### config.mk
export PLATFORM = sky130hd
export DESIGN_NAME = hsc_counter_set
export DESIGN_NICKNAME = d
export VERILOG_FILES = /design/src/hsc_pkg.sv /design/src/hsc_shift_counter.sv /design/src/hsc_pair_counter.sv /design/src/hsc_counter_set.sv
export VERILOG_INCLUDE_DIRS = /design/src /design/src/src
export SDC_FILE = /design/constraint.sdc
export NUM_CORES = 1
export LEC_CHECK = 0
export ABC_AREA = 1
export ABC_CLOCK_PERIOD_IN_PS = 3900
export BUFFER_PORTS_ARGS = -buffer_cell sky130_fd_sc_hd__buf_4
export CELL_PAD_IN_SITES_DETAIL_PLACEMENT = 1
export CELL_PAD_IN_SITES_GLOBAL_PLACEMENT = 1
export CORE_ASPECT_RATIO = 2
export CORE_MARGIN = 4
export CORE_UTILIZATION = 42
export DETAILED_ROUTE_END_ITERATION = 8
export PLACE_DENSITY_LB_ADDON = 0.1
export SYNTH_ARGS = -nofsm -noshare
export SYNTH_HDL_FRONTEND = slang
export SYNTH_SLANG_ARGS = --single-unit
### constraint.sdc
create_clock -name clk -period 3.9 [get_ports clk]
set_clock_uncertainty 0.2 [all_clocks]
set_input_delay 0.195 -clock clk [delete_from_list [all_inputs] [get_ports clk]]
set_output_delay 0.195 -clock clk [all_outputs]
set_load 0.02 [all_outputs]
### src/hsc_defines.svh
/*
  Shared constants of the high speed counter set: stage counts,
  state codes and reset values.
  Assumes inclusion by bare name from the package and the modules.
*/
`ifndef HSC_DEFINES_SVH
`define HSC_DEFINES_SVH

`define HSC_STAGES       6
`define HSC_CNT_W        7
// Shift states are written first stage leftmost: bit 5 is stage 0
`define HSC_SHIFT_RESET  6'h20
`define HSC_ALL_ONES     6'h3f
`define HSC_ALL_ZERO     6'h00
`define HSC_STEP_ONE     6'h10
`define HSC_STEP_TWO     6'h28
// Shift states either side of all ones, first stage leftmost
`define HSC_PRE_ONES     6'h3e
`define HSC_POST_ONES    6'h1f
// Ripple divider value 011111 with lsb leftmost
`define HSC_DIV_ENTRY    6'h3e
`define HSC_MID_ONES     4'hf
`define HSC_PAIRS        3
`define HSC_PAIR_WRAP    2'h1
`define HSC_PAIR_RESET   2'h0
`define HSC_PAIR_CLEAR   6'h00
`define HSC_PAIR_ALL_WRAP 6'h15
`define HSC_PERIOD_63    7'h3f
`define HSC_PERIOD_64    7'h40
`define HSC_CNT_ONE      7'h01

`endif

### src/hsc_pkg.sv
/*
  Types of the high speed counter set: stage vectors and the packed
  state records of each module.
  Assumes hsc_defines.svh is on the include path.
*/
`include "hsc_defines.svh"

package hsc_pkg;

  typedef logic [`HSC_STAGES-1:0] hsc_stage_t;
  typedef logic [1:0]             hsc_pair_t;
  typedef logic [`HSC_CNT_W-1:0]  hsc_cnt_t;

  typedef struct packed {
    hsc_stage_t bin;
    hsc_stage_t div;
    logic       div_tc;
  } hsc_top_state_t;

  typedef struct packed {
    hsc_stage_t q;
    logic       tc;
    hsc_cnt_t   steps;
  } hsc_shift_state_t;

  typedef struct packed {
    hsc_pair_t [`HSC_PAIRS-1:0] p;
    logic                       tc;
  } hsc_pair_state_t;

endpackage : hsc_pkg

### src/hsc_shift_counter.sv
/*
  Six stage shift counter, 63 states or, with FULL_CYCLE set, 64.
  Assumes count_en_n and restart are synchronous to clk.
*/
`timescale 1ns/100ps
`include "hsc_defines.svh"

module hsc_shift_counter
  import hsc_pkg::*;
#(
  parameter bit FULL_CYCLE = 1'b0
) (
  input  wire logic       clk,
  input  wire logic       reset,
  input  wire logic       count_en_n,
  input  wire logic       restart,
  output hsc_stage_t      state,
  output logic            tc
);

  hsc_shift_state_t st_ff;
  hsc_shift_state_t nxt_st;
  logic             step;
  logic             first;

  assign step  = !count_en_n && !restart;
  assign first = st_ff.q[5];

  always_comb begin
    nxt_st = st_ff;
    if (restart) begin
      nxt_st.q     = `HSC_SHIFT_RESET;
      nxt_st.steps = `HSC_CNT_ONE;
    end else if (step) begin
      nxt_st.q[4:0] = st_ff.q[5:1];
      nxt_st.q[5]   = first ^ !st_ff.q[0];
      if (st_ff.q == `HSC_ALL_ONES)
        nxt_st.q[5] = 1'b0;
      // Splice 111111 in between 111110 and 011111
      if (FULL_CYCLE && first && st_ff.q[4:1] == `HSC_MID_ONES)
        nxt_st.q[5] = !(first ^ !st_ff.q[0]);
      nxt_st.steps = (st_ff.q == `HSC_ALL_ZERO) ? `HSC_CNT_ONE
                   : hsc_cnt_t'(st_ff.steps + 1'b1);
    end
    nxt_st.tc = (nxt_st.q == `HSC_ALL_ZERO);
  end

  always_ff @(posedge clk or posedge reset) begin
    if (reset) begin
      st_ff.q     <= `HSC_SHIFT_RESET;
      st_ff.tc    <= 1'b0;
      st_ff.steps <= `HSC_CNT_ONE;
    end else begin
      st_ff <= nxt_st;
    end
  end

  assign state = st_ff.q;
  assign tc    = st_ff.tc;
endmodule : hsc_shift_counter

### src/hsc_pair_counter.sv
/*
  Counter of three count-by-4 shift pairs, 64 states in all.
  Assumes count_en_n and restart are synchronous to clk.
*/
`timescale 1ns/100ps
`include "hsc_defines.svh"

module hsc_pair_counter
  import hsc_pkg::*;
(
  input  wire logic                 clk,
  input  wire logic                 reset,
  input  wire logic                 count_en_n,
  input  wire logic                 restart,
  output hsc_pair_t [`HSC_PAIRS-1:0] pairs,
  output logic                      tc
);

  hsc_pair_state_t st_ff;
  hsc_pair_state_t nxt_st;
  logic            step;

  assign step = !count_en_n && !restart;

  always_comb begin
    logic lower_wrap;
    lower_wrap = 1'b1;
    nxt_st     = st_ff;
    for (int k = 0; k < `HSC_PAIRS; k++) begin
      if (restart)
        nxt_st.p[k] = `HSC_PAIR_RESET;
      else if (step && lower_wrap)
        nxt_st.p[k] = {!st_ff.p[k][0], st_ff.p[k][1]};
      lower_wrap = lower_wrap && (st_ff.p[k] == `HSC_PAIR_WRAP);
    end
    nxt_st.tc = 1'b1;
    for (int k = 0; k < `HSC_PAIRS; k++)
      nxt_st.tc = nxt_st.tc && (nxt_st.p[k] == `HSC_PAIR_WRAP);
  end

  always_ff @(posedge clk or posedge reset) begin
    if (reset)
      st_ff <= '0;
    else
      st_ff <= nxt_st;
  end

  assign pairs = st_ff.p;
  assign tc    = st_ff.tc;
endmodule : hsc_pair_counter

### src/hsc_counter_set.sv
/*
  High speed counter set: synchronous binary counter, divide-by-64
  counter with terminal count, 63 and 64 state shift counters and
  a counter of count-by-4 pairs, all on one clock.
  Assumes count_en_n only changes while the shared clock is high,
  so it is sampled here as a plain synchronous input.
*/
`timescale 1ns/100ps
`include "hsc_defines.svh"

////////////////////////////////////////////////////////////////////

// Summary of operation
// - Binary lsb toggles on every edge with count_en_n and restart low
// - Higher stage toggles when lower stages ones
// - Stage clocks only while its enable low
// - Divider terminal count on 111111 only
// - Shift counter 63 states, invert on zero
// - Later stages load previous stage value
// - All ones state forces first stage zero
// - Counter reset loads 100000
// - All zeros is the terminal shift state
// - This feedback only fits certain lengths
// - Variant includes 111111, 64 states
// - Pair advances when lower pairs 01
// - Outputs change only on clock edge or async reset
module hsc_counter_set
  import hsc_pkg::*;
(
  input  wire logic                  clk,
  input  wire logic                  reset,
  input  wire logic                  count_en_n,
  input  wire logic                  restart,
  output hsc_stage_t                 bin_count,
  output hsc_stage_t                 div_count,
  output logic                       div_tc,
  output hsc_stage_t                 shift63_state,
  output logic                       shift63_tc,
  output hsc_stage_t                 shift64_state,
  output logic                       shift64_tc,
  output hsc_pair_t [`HSC_PAIRS-1:0] pair_state,
  output logic                       pair_tc
);

  ////////////////////////////////////////////////////////////////////
  // Per stage enables of the binary counter

  hsc_top_state_t   st_ff;
  hsc_top_state_t   nxt_st;
  hsc_stage_t       stage_en_n;
  logic             step;

  // True when stages below k all hold one
  function automatic logic lower_ones(input hsc_stage_t v, input int k);
    logic r;
    r = 1'b1;
    for (int i = 0; i < `HSC_STAGES; i++)
      if (i < k)
        r = r && v[i];
    return r;
  endfunction : lower_ones

  assign step = !count_en_n && !restart;

  // Each stage sees the shared enable ORed with its own carry term
  genvar g;
  generate
    for (g = 0; g < `HSC_STAGES; g++) begin : g_stage_en
      assign stage_en_n[g] = count_en_n || !lower_ones(st_ff.bin, g);
    end
  endgenerate

  ////////////////////////////////////////////////////////////////////
  // Next state

  always_comb begin
    nxt_st = st_ff;
    if (restart) begin
      nxt_st.bin = `HSC_ALL_ZERO;
      nxt_st.div = `HSC_ALL_ZERO;
    end else begin
      for (int k = 0; k < `HSC_STAGES; k++)
        if (!stage_en_n[k])
          nxt_st.bin[k] = !st_ff.bin[k];
      // One clock here, so the ripple chain is kept as a plain increment
      if (step)
        nxt_st.div = hsc_stage_t'(st_ff.div + 1'b1);
    end
    nxt_st.div_tc = (nxt_st.div == `HSC_ALL_ONES);
  end

  always_ff @(posedge clk or posedge reset) begin
    if (reset)
      st_ff <= '0;
    else
      st_ff <= nxt_st;
  end

  assign bin_count = st_ff.bin;
  assign div_count = st_ff.div;
  assign div_tc    = st_ff.div_tc;

  ////////////////////////////////////////////////////////////////////
  // Shift counters and the pair counter

  hsc_shift_counter #(
    .FULL_CYCLE (1'b0)
  ) u_shift63 (
    .clk        (clk),
    .reset      (reset),
    .count_en_n (count_en_n),
    .restart    (restart),
    .state      (shift63_state),
    .tc         (shift63_tc)
  );

  // Same chain with the modified feedback
  hsc_shift_counter #(
    .FULL_CYCLE (1'b1)
  ) u_shift64 (
    .clk        (clk),
    .reset      (reset),
    .count_en_n (count_en_n),
    .restart    (restart),
    .state      (shift64_state),
    .tc         (shift64_tc)
  );

  hsc_pair_counter u_pairs (
    .clk        (clk),
    .reset      (reset),
    .count_en_n (count_en_n),
    .restart    (restart),
    .pairs      (pair_state),
    .tc         (pair_tc)
  );

  // One pair of checks per binary stage, on the same carry decode as the enables
  // Stage 0 never holds while counting, so its hold check stays idle
  generate
    for (g = 0; g < `HSC_STAGES; g++) begin : g_bin_chk

    end
  endgenerate
endmodule : hsc_counter_set

==> summary.md, run 1 <==
| Metric | Value |
|---|---|
| Hpwl dp | `3.29 mm` |
| Nets | `236` |
| Worst endpoint required time | `3.92 ns` |
| ANT cells | `0` |
| Clk buf depth | `2` |
| Maxcap violations | `0` |
| Layout cell share with drive strength beyond 1 | `25.9%` |
| Number of flops mapped to enable cells by yosys | `0` |
| Synth Flop Type | `dfrtp_1` |
| Cells after synthesis | `188` |
| Total wire length | `4.19 mm` |
| Min cycle time layout | `1.73 ns` |
| Global placement routability congestion | `0.801` |
| CP max FO | `19` |
| Post-synthesis register bit count | `34` |
| Critical path's top delay family | `buffers and inverters` |
| Status | `finished, final reports clean` |
| Crit-path cells | `dlygate4sd3_1, buf_4, nor2_8, nand2_1, o21ai_2, inv_1, nor2_2, nand3_2, nor2_2` |
| Placed Cells incl. Taps | `273` |
| H-tree depth | `2` |
| Via Count | `1435` |
| Worst setup SP type | `input pin` |
| Synth area leaders | `dfrtp_1 49%, nand2_1 10%, nand3_1 6.1%, nor2_1 5.5%, inv_1 5.0%` |
| Slew Limit Fails | `0` |
| Cell variety after synth | `26` |
| Mapped Avg Cell Area | `8.77 um^2` |
| Die width | `52.3 um` |
| Most numerous cell in the Yosys netlist | `nand2_1` |
| Worst setup path end | `u_pairs.tc` |
| Pre-antenna DRT Iters | `3` |
| Post-Syn Nets | `193` |
| Initial antenna violation count | `0` |
| CTS sink cnt | `34` |
| Yosys top cell by area | `dfrtp_1` |
| Met2 GRT Util | `37.2%` |
| Cell count along the critical path | `9` |
| Crit end category | `flop` |
| Met1 Usage GRT | `18.4%` |
| # setup viols final | `0` |
| Most frequent CP cell | `nor2_2` |
| Reg-to-Reg End | `div_tc` |
| Crit Path Class | `in2reg` |
| Final Cycle Share | `44.4%` |
| Grt total ovfl | `0` |
| Die H | `96.6 um` |
| Total track usage | `19.2%` |
| Slowest CP cell | `dlygate4sd3_1` |
| Synth cell count leaders | `45 x nand2_1, 32 x dfrtp_1, 24 x nor2_1` |
| DR WL/cell | `14.8 um` |
| Final setup TNS | `0 ns` |
| Async set-reset flop share out of synthesis | `100%` |
| Total chip power | `0.736 mW` |
| Final Hold Viols | `0` |
| Die area | `5050 um^2` |
| Warnings from Yosys | `0` |
| Min-Delay Path Class | `in2reg` |
| CTS tree | `yes` |
| Area growth from synthesis to layout | `24.3%` |
| Antenna-violating nets left | `0` |
| Fillers | `467` |
| Vias in the first global route | `1550` |
| Io pins | `38` |
| FF-to-FF setup slack | `2.34 ns` |
| Pwr per Cell Area | `359 nW/um^2` |
| Initial core utilization | `43.3%` |
| Row count | `32` |
| Largest net degree at the start of global routing | `21` |
| Critical Path Max Stage Delay | `0.53 ns` |
| Num CTS Buffers | `5` |
| Worst IR Drop VDD | `0.000231 V` |
| Measured slew at the worst slew-check pin | `0.562 ns` |
| CP arrival | `1.75 ns` |
| Leak | `1.04 nW` |
| CTS root buf | `clkbuf_8` |
| PortBufs | `37` |
| Reg2reg path depth | `7` |
| Max_slew headroom | `62.5%` |
| Yosys top cell area share | `48.6%` |
| Buf/Inv on CP | `3` |
| Sequential area share after synthesis | `51.8%` |
| Non-filler cells, final | `283` |
| Met3 global-route usage | `3.84%` |
| Crit. Startpoint | `restart` |
| Maximum clock frequency | `0.578 GHz` |
| Clk slew on worst S/H paths | `0.07 ns` |
| FF-to-FF Start | `div_count[0]` |
| First-pass GRT wire length | `7.10 mm` |
| Post-CTS sizing | `0` |
| RSZ-0062 raised after global routing | `no` |
| Core Area | `3800 um^2` |
| Initial DRC Count | `19` |
| GR peak layer | `met2` |
| Clk_lat worst skew | `0.28 ns` |
| DRC errors left | `0` |
| Avg Vias per Cell | `5.07` |
| Post-Syn Area | `1650 um^2` |
==> state kept, by name, indices dropped and copies added, names as in the netlist <==
register and cells:
bin_count 6, div_count 6, div_tc 1, u_pairs.pairs 6
u_pairs.tc 1, u_shift63.state 6, u_shift63.tc 1, u_shift64.state 6
u_shift64.tc 1
==> cells in the final DEF (no fill, tap or decap), types with 3 or more instances in the layout <==
cell      instances
nand2_1          45
buf_4            38
dfrtp_1          32
nor2_1           24
inv_1            22
nand3_1          20
a21oi_1           6
nand4_1           5
clkbuf_8          5
o21ai_0           4
o22ai_1           4
nor2_2            3
clkbuf_1          3
==> worst min-delay path, stage by stage <==
cell	delay, ns
buf_4	0.17
nand3_1	0.11
nand2_1	0.07
==> per-stage QoR <==
step	instance area (um^2)	hold slack (ns)	setup slack, ns	utilization, %
floorplan	1650	0.135	2.41	-
global placement	1950	0.0759	2.35	51.2
detailed placement	1950	0.0992	2.33	51.2
CTS	2050	0.117	2.16	53.8
global route	2050	0.118	2.02	53.8
finish	2050	0.120	2.17	53.8
==> report_power, final <==
group | switching (mW) | internal [mW]
registers | 0.0156 | 0.368
logic | 0.0671 | 0.0363
clock network | 0.122 | 0.127
==> layout make-up <==
class / instances / area [um^2] / area share [%]
Clock buffer: 8 / 80.1 / 3.91
Tap cell: 51 / 63.8 / 3.12
Inverter: 24 / 100 / 4.89
Timing Repair Buffer: 40 / 305 / 14.9
Sequential cell: 34 / 853 / 41.7
Multi-Input combinational cell: 126 / 646 / 31.5
==> worst min path at each step <==
| stage | start | endpoint | slack (ns) | cells past startpoint |
|---|---|---|---|---|
| after floorplan | reset | bin_count[0] | 0.14 | 1 |
| after global placement | reset | bin_count[4] | 0.08 | 2 |
| after detailed placement | reset | bin_count[4] | 0.1 | 2 |
| after CTS | count_en_n | div_count[0] | 0.12 | 3 |
| after global routing | count_en_n | div_count[1] | 0.12 | 3 |
| final | count_en_n | div_count[0] | 0.12 | 3 |
==> cells by family after synthesis <==
group / after synthesis / share of synthesized area, %
adder cells (fa/ha/maj): 1 / 0.759
XOR/XNOR: 1 / 0.532
flip-flops: 34 / 51.8
buffers and inverters: 28 / 9.04
AND/OR/NAND/NOR: 105 / 31.1
AO/OA/AOI/OAI: 19 / 6.83
==> routing by layer <==
| layer | wire [um] | vias up |
|---|---|---|
| met1 | 1450 | 714 |
| met4 | 89 | 0 |
| met2 | 2530 | 27 |
| li1 | - | 685 |
| met5 | 0 | - |
| met3 | 130 | 9 |
==> repair_timing <==
item	CTS	global route
hold buffers	2	0
endpoints found under the setup margin	0	0
buffers inserted	0	0
hold endpoints to repair	14	0
Power figures use the tool's default switching activity.
==> run 2, diff against run 1 <==
--- a/config.mk
+++ b/config.mk
@@ -7,13 +7,13 @@
 export NUM_CORES = 1
 export LEC_CHECK = 0
 export ABC_AREA = 1
-export ABC_CLOCK_PERIOD_IN_PS = 3900
+export ABC_CLOCK_PERIOD_IN_PS = 1500
 export BUFFER_PORTS_ARGS = -buffer_cell sky130_fd_sc_hd__buf_4
 export CELL_PAD_IN_SITES_DETAIL_PLACEMENT = 1
 export CELL_PAD_IN_SITES_GLOBAL_PLACEMENT = 1
 export CORE_ASPECT_RATIO = 2
 export CORE_MARGIN = 4
-export CORE_UTILIZATION = 42
+export CORE_UTILIZATION = 35
 export DETAILED_ROUTE_END_ITERATION = 8
 export PLACE_DENSITY_LB_ADDON = 0.1
 export SYNTH_ARGS = -nofsm -noshare
==> constraint.sdc (replaced) <==
create_clock -name clk -period 1.5 [get_ports clk]
set_clock_uncertainty 0.2 [all_clocks]
set_input_delay 0.075 -clock clk [delete_from_list [all_inputs] [get_ports clk]]
set_output_delay 0.075 -clock clk [all_outputs]
set_load 0.02 [all_outputs]
==> run 2 against run 1 <==
The flow now finishes with violations (negative hold slack). Worst setup slack worse by 2.1 ns. Sequential cell count unchanged. Power rose to 2.7 times the previous value. Worst hold slack worse by 0.14 ns. Clock power rose to 2.9 times the previous value. Register-to-register slack worse by 2.3 ns.
==> summary.md, run 2 (synthesis results as in run 1) <==
| Metric | Value |
|---|---|
| Final setup TNS | `0 ns` |
| Global placement routability congestion | `0.760` |
| Max_slew headroom | `70.1%` |
| Area growth from synthesis to layout | `32.5%` |
| Non-filler cells, final | `296` |
| Min-Delay Path Class | `in2reg` |
| Most frequent cells in the layout | `44 x buf_4, 43 x nand2_1, 31 x dfrtp_1` |
| Crit Path Class | `reg2reg` |
| Placed Cells incl. Taps | `279` |
| Nets | `245` |
| CTS root buf | `clkbuf_8` |
| WHS | `-0.0177 ns` |
| Initial DRC Count | `25` |
| Slowest CP cell | `dfrtp_1` |
| RSZ-0062 raised after global routing | `no` |
| # setup viols final | `0` |
| Die H | `105 um` |
| Hold Crit Start | `count_en_n` |
| PortBufs | `37` |
| DR WL/cell | `15.1 um` |
| Worst endpoint required time | `1.52 ns` |
| Pwr per Cell Area | `923 nW/um^2` |
| Total track usage | `16.1%` |
| Initial antenna violation count | `0` |
| Clk buf depth | `2` |
| Pre-antenna DRT Iters | `4` |
| Min cycle time layout | `1.45 ns` |
| Num CTS Buffers | `5` |
| Slew Limit Fails | `0` |
| CP arrival | `1.47 ns` |
| Clk slew on worst S/H paths | `0.07 ns` |
| Critical path's top delay family | `simple AND/OR/NAND/NOR gates` |
| First-pass GRT wire length | `7.51 mm` |
| Initial core utilization | `35.8%` |
| FF-to-FF Start | `div_count[1]` |
| Via Count | `1503` |
| Commonest non-fill, non-tap cell in the layout | `buf_4` |
| Final Cycle Share | `96.4%` |
| ANT cells | `0` |
| Status | `finished, violations left` |
| Layout cell share with drive strength beyond 1 | `32.8%` |
| Total wire length | `4.47 mm` |
| CTS sink cnt | `34` |
| Maxcap violations | `0` |
| Die width | `56.5 um` |
| Crit-path cells | `ha_4, nand3_2, nor2_2, nand2_1, nand2_1, nor2_2, nand3_1, nor2_1` |
| Hpwl dp | `3.28 mm` |
| Vias in the first global route | `1632` |
| Io pins | `38` |
| Maximum clock frequency | `0.692 GHz` |
| Worst setup SP type | `flop` |
| Measured slew at the worst slew-check pin | `0.448 ns` |
| Final Hold Viols | `1` |
| Critical Path Max Stage Delay | `0.43 ns` |
| Worst IR Drop VDD | `0.000608 V` |
| Leak | `1.10 nW` |
| Largest net degree at the start of global routing | `35` |
| CTS tree | `yes` |
| Row count | `35` |
| Violated checks | `negative hold slack` |
| DRC errors left | `0` |
| Crit. Startpoint | `div_count[1]` |
| H-tree depth | `2` |
| Avg Vias per Cell | `5.08` |
| Grt total ovfl | `0` |
| Core Area | `4600 um^2` |
| Antenna-violating nets left | `0` |
| CP max FO | `3` |
| Die area | `5940 um^2` |
| Crit end category | `flop` |
| Buf/Inv on CP | `0` |
| Clk_lat worst skew | `0.29 ns` |
| Fillers | `569` |
## run 2: layout make-up
type	instances	area [um^2]	share of cell area, %
well taps	55	68.8	3.15
clock buffers	7	86.3	3.95
multi-input cells	126	687	31.5
repair buffers	49	382	17.5
clock inverters	1	5.00	0.229
inverters	24	100	4.58
flip-flops and latches	34	855	39.1
## run 2: stage by stage
stage                     setup WS (ns)  power, mW  hold WS, ns  cell area, um^2  util [%]
after global placement            0.160       1.28      0.00481             1970      42.8
after floorplan                  0.0112       1.18       0.0151             1650         -
after global routing            0.00110       2.11      0.00244             2180      47.5
final                            0.0547       2.01      -0.0177             2180      47.5
after detailed placement         0.0347       1.29       0.0159             1970      42.8
after CTS                        0.0132       2.03      -0.0271             2100      45.7
## run 2: final timing paths
path	cells past startpoint	slack, ns	endpoint
max	8	0.05	div_tc
max reg2reg	8	0.05	div_tc
min reg2reg	2	0.35	bin_count[5]
max in group asynchronous	4	0.51	u_shift64.state[5]
min in group asynchronous	4	0.25	div_count[3]
min	3	-0.02	div_count[0]
## run 2: per-layer routing
metal	share of wire (%)	track usage, %	up-vias
li1	-	-	710
met2	58	29.5	31
met3	4.0	4.08	10
met1	36	16.4	752
met5	0	0	-
met4	2.5	7.30	0
## run 2: worst min-delay path: stages
cell and delay [ns]:
buf_4 0.17, nand3_1 0.10, nand2_1 0.07
## run 2: timing repair
action,in CTS,in global routing
hold endpoints to repair,39,0
hold buffers,4,0
buffers inserted,0,5
setup endpoints to repair,1,3
gates cloned,0,0
pin swaps,0,11
gates resized for setup,1,10
## run 2: report_power, final
| part | switching [mW] | leakage, nW | internal [mW] | total (mW) |
|---|---|---|---|---|
| Clock | 0.345 | 0.0482 | 0.371 | 0.716 |
| Sequential | 0.0378 | 0.456 | 0.956 | 0.994 |
| Combinational | 0.187 | 0.592 | 0.118 | 0.305 |
==> run 3, diff against run 2 <==
--- a/config.mk
+++ b/config.mk
@@ -13,9 +13,11 @@
 export CELL_PAD_IN_SITES_GLOBAL_PLACEMENT = 1
 export CORE_ASPECT_RATIO = 2
 export CORE_MARGIN = 4
-export CORE_UTILIZATION = 35
+export CORE_UTILIZATION = 36
 export DETAILED_ROUTE_END_ITERATION = 8
+export GPL_TIMING_DRIVEN = 1
 export PLACE_DENSITY_LB_ADDON = 0.1
 export SYNTH_ARGS = -nofsm -noshare
 export SYNTH_HDL_FRONTEND = slang
+export SYNTH_HIERARCHICAL = 1
 export SYNTH_SLANG_ARGS = --single-unit
==> run 3 against run 2 <==
The run now ends clean. Utilization down 0.60 points. Sequential power is 0.5% higher. Worst setup slack gained 0.045 ns. Final area rose by 4.5%. Register-to-register slack gained 0.05 ns. Sequential cell count stayed put. Synthesized cell count rose by 17%. Combinational power increased by 8.5%. Die area increased by 5.1%.
==> summary.md, run 3 <==
| Metric | Value |
|---|---|
| Hold path depth | `4` |
| Cell variety after synth | `29` |
| Antenna-violating nets left | `0` |
| CTS root buf | `clkbuf_8` |
| Min-Delay Path Class | `in2reg` |
| Most frequent cells in the layout | `51 x nand2_1, 42 x buf_4, 37 x inv_1` |
| Layout cell share with drive strength beyond 1 | `31.9%` |
| Via Count | `1556` |
| Post-synthesis register bit count | `34` |
| Worst endpoint required time | `1.51 ns` |
| Largest net degree at the start of global routing | `25` |
| Crit-path cells | `ha_1, nand2_2, nand2_2, nand3_2, nor2_2, nand3_2, nor2_2` |
| Crit Path Class | `reg2reg` |
| Warnings from Yosys | `6` |
| Area growth from synthesis to layout | `27.2%` |
| CP max FO | `2` |
| FF-to-FF setup slack | `0.1 ns` |
| Worst IR Drop VDD | `0.000903 V` |
| Yosys top cell by area | `dfrtp_1` |
| Synth area leaders | `dfrtp_1 45%, nand2_1 11%, inv_1 7.7%, nand3_1 6.1%, nor2_1 4.0%` |
| # setup viols final | `0` |
| Setup ws final | `0.0999 ns` |
| CTS sink cnt | `34` |
| PortBufs | `37` |
| Clk_lat worst skew | `0.28 ns` |
| Post-Syn Nets | `225` |
| Post-Place Worst Slack | `0.0672 ns` |
| Num CTS Buffers | `5` |
| Final setup TNS | `0 ns` |
| RSZ-0062 raised after global routing | `yes` |
| Critical path's top delay family | `simple AND/OR/NAND/NOR gates` |
| Global placement routability congestion | `0.770` |
| Vias in the first global route | `1603` |
| Synth cell count leaders | `51 x nand2_1, 37 x inv_1, 32 x dfrtp_1` |
| DRC errors left | `0` |
| Status | `finished, final reports clean` |
| Initial antenna violation count | `0` |
| Pwr per Cell Area | `884 nW/um^2` |
| Die width | `57.9 um` |
| Nets | `274` |
| Most numerous cell in the Yosys netlist | `nand2_1` |
| Cells after synthesis | `220` |
| Clk slew on worst S/H paths | `0.06 ns` |
| Async set-reset flop share out of synthesis | `100%` |
| Mapped Avg Cell Area | `8.15 um^2` |
| Reg-to-Reg End | `div_tc` |
| Row count | `36` |
| Sequential area share after synthesis | `47.6%` |
| Clk buf depth | `2` |
| CP arrival | `1.41 ns` |
| Max_slew headroom | `67.1%` |
| Initial DRC Count | `24` |
| Buf/Inv on CP | `0` |
| Crit end category | `flop` |
| Total track usage | `15.0%` |
| Routed wl met2 | `2.38 mm` |
| Maxcap violations | `0` |
| Measured slew at the worst slew-check pin | `0.492 ns` |
| ANT cells | `0` |
| Avg Vias per Cell | `4.76` |
| FF-to-FF Start | `div_count[0]` |
| Slowest CP cell | `dfrtp_1` |
| CTS tree | `yes` |
| Worst setup SP type | `flop` |
| First-pass GRT wire length | `7.29 mm` |
| Io pins | `38` |
| Initial core utilization | `36.9%` |
| Post-CTS Setup Bufs | `0` |
| Leak | `1.24 nW` |
| Yosys top cell area share | `44.7%` |
| Grt total ovfl | `0` |
| Met1 wire length | `1.53 mm` |
| Fillers | `613` |
| Commonest non-fill, non-tap cell in the layout | `nand2_1` |
| Die area | `6240 um^2` |
| Worst Hold End | `bin_count[5]` |
| Slew Limit Fails | `0` |
| Total wire length | `4.12 mm` |
| Min cycle time layout | `1.40 ns` |
| Final Cycle Share | `93.3%` |
| Top routing layer used | `met4` |
| Pre-antenna DRT Iters | `4` |
| Die H | `108 um` |
| Post-Syn Area | `1790 um^2` |
| Critical Path Max Stage Delay | `0.38 ns` |
| Reg2reg path depth | `7` |
| Synth Flop Type | `dfrtp_1` |
| Core Area | `4860 um^2` |
| Number of flops mapped to enable cells by yosys | `0` |
| DR WL/cell | `12.6 um` |
| Final Hold Viols | `0` |
| Met3 wire len | `141 um` |
| Hold Crit Start | `restart` |
| Maximum clock frequency | `0.714 GHz` |
| Total chip power | `2.02 mW` |
| Hpwl dp | `3.20 mm` |
| H-tree depth | `2` |
==> run 3: cell count changes in the layout (fill, tap and decap cells not counted), moves of 3 or more <==
cell	before	now
nand2_1	43	51
o21ai_0	4	1
nor2_1	22	18
o22ai_1	4	0
nand2_2	2	6
nor2_4	2	5
nand3_1	17	22
inv_1	22	37
a21oi_1	6	9
inv_2	0	4
o21ai_1	0	3
nand4_1	5	1
==> run 3: what timing repair did <==
action | in CTS | in global routing
endpoints found under the hold margin | 40 | 0
resized for setup | 0 | 2
setup endpoints to repair | 0 | 2
hold buffers | 3 | 0
==> run 3: kinds of logic after synthesis <==
family,after synthesis,synth area share [%]
XOR/XNOR,2,0.977
flip-flops,34,47.6
adder cells (fa/ha/maj),1,0.698
buffers and inverters,47,11.8
AO/OA/AOI/OAI,18,6.42
AND/OR/NAND/NOR,118,32.5
==> run 3: tightest hold or removal path: stages <==
cell     delay (ns)
buf_4          0.19
nor2_1         0.07
nand2_1        0.05
o21ai_0        0.06
==> run 3: report_power, final <==
part / switching (mW) / total, mW / internal (mW) / leakage, nW
Sequential: 0.0397 / 0.999 / 0.959 / 0.454
Combinational: 0.204 / 0.331 / 0.126 / 0.740
Clock: 0.318 / 0.688 / 0.370 / 0.0482
Total: 0.562 / 2.02 / 1.46 / 1.24
==> run 3: cell type report <==
cell class | count | area [um^2] | area share [%]
flip-flops and latches | 34 | 853 | 37.4
multi-input cells | 139 | 738 | 32.4
repair buffers | 45 | 345 | 15.1
inverters | 44 | 181 | 7.95
clock buffers | 7 | 86.3 | 3.78
well taps | 57 | 71.3 | 3.13
clock inverters | 1 | 5.00 | 0.219
==> run 3: worst max-delay path by stage <==
stage / start / end / slack, ns / cells past startpoint
floorplan: div_count[0] / div_tc / 0.03 / 7
global placement: div_count[0] / div_tc / 0.10 / 7
detailed placement: div_count[0] / div_tc / 0.07 / 7
CTS: div_count[0] / div_tc / 0.05 / 7
global route: div_count[0] / div_tc / -0.02 / 7
finish: div_count[0] / div_tc / 0.1 / 7
==> run 3: per-layer routing <==
layer | up-vias | GRT usage, %
met5 | - | 0
met4 | 0 | 5.97
met3 | 5 | 2.76
met2 | 25 | 27.7
met1 | 757 | 16.2
li1 | 769 | -
==> run 3: stage by stage <==
stage | hold WS, ns | utilization (%) | std cells | instance area, um^2
5_1_grt | 0.0404 | 46.9 | 327 | 2280
4_1_cts | 0.00961 | 46.7 | 327 | 2270
3_5_place_dp | -0.144 | 44.2 | 316 | 2150
6_report | 0.0164 | 46.9 | 327 | 2280
3_3_place_gp | -0.143 | 44.2 | 316 | 2150
2_1_floorplan | -0.322 | - | 220 | 1790
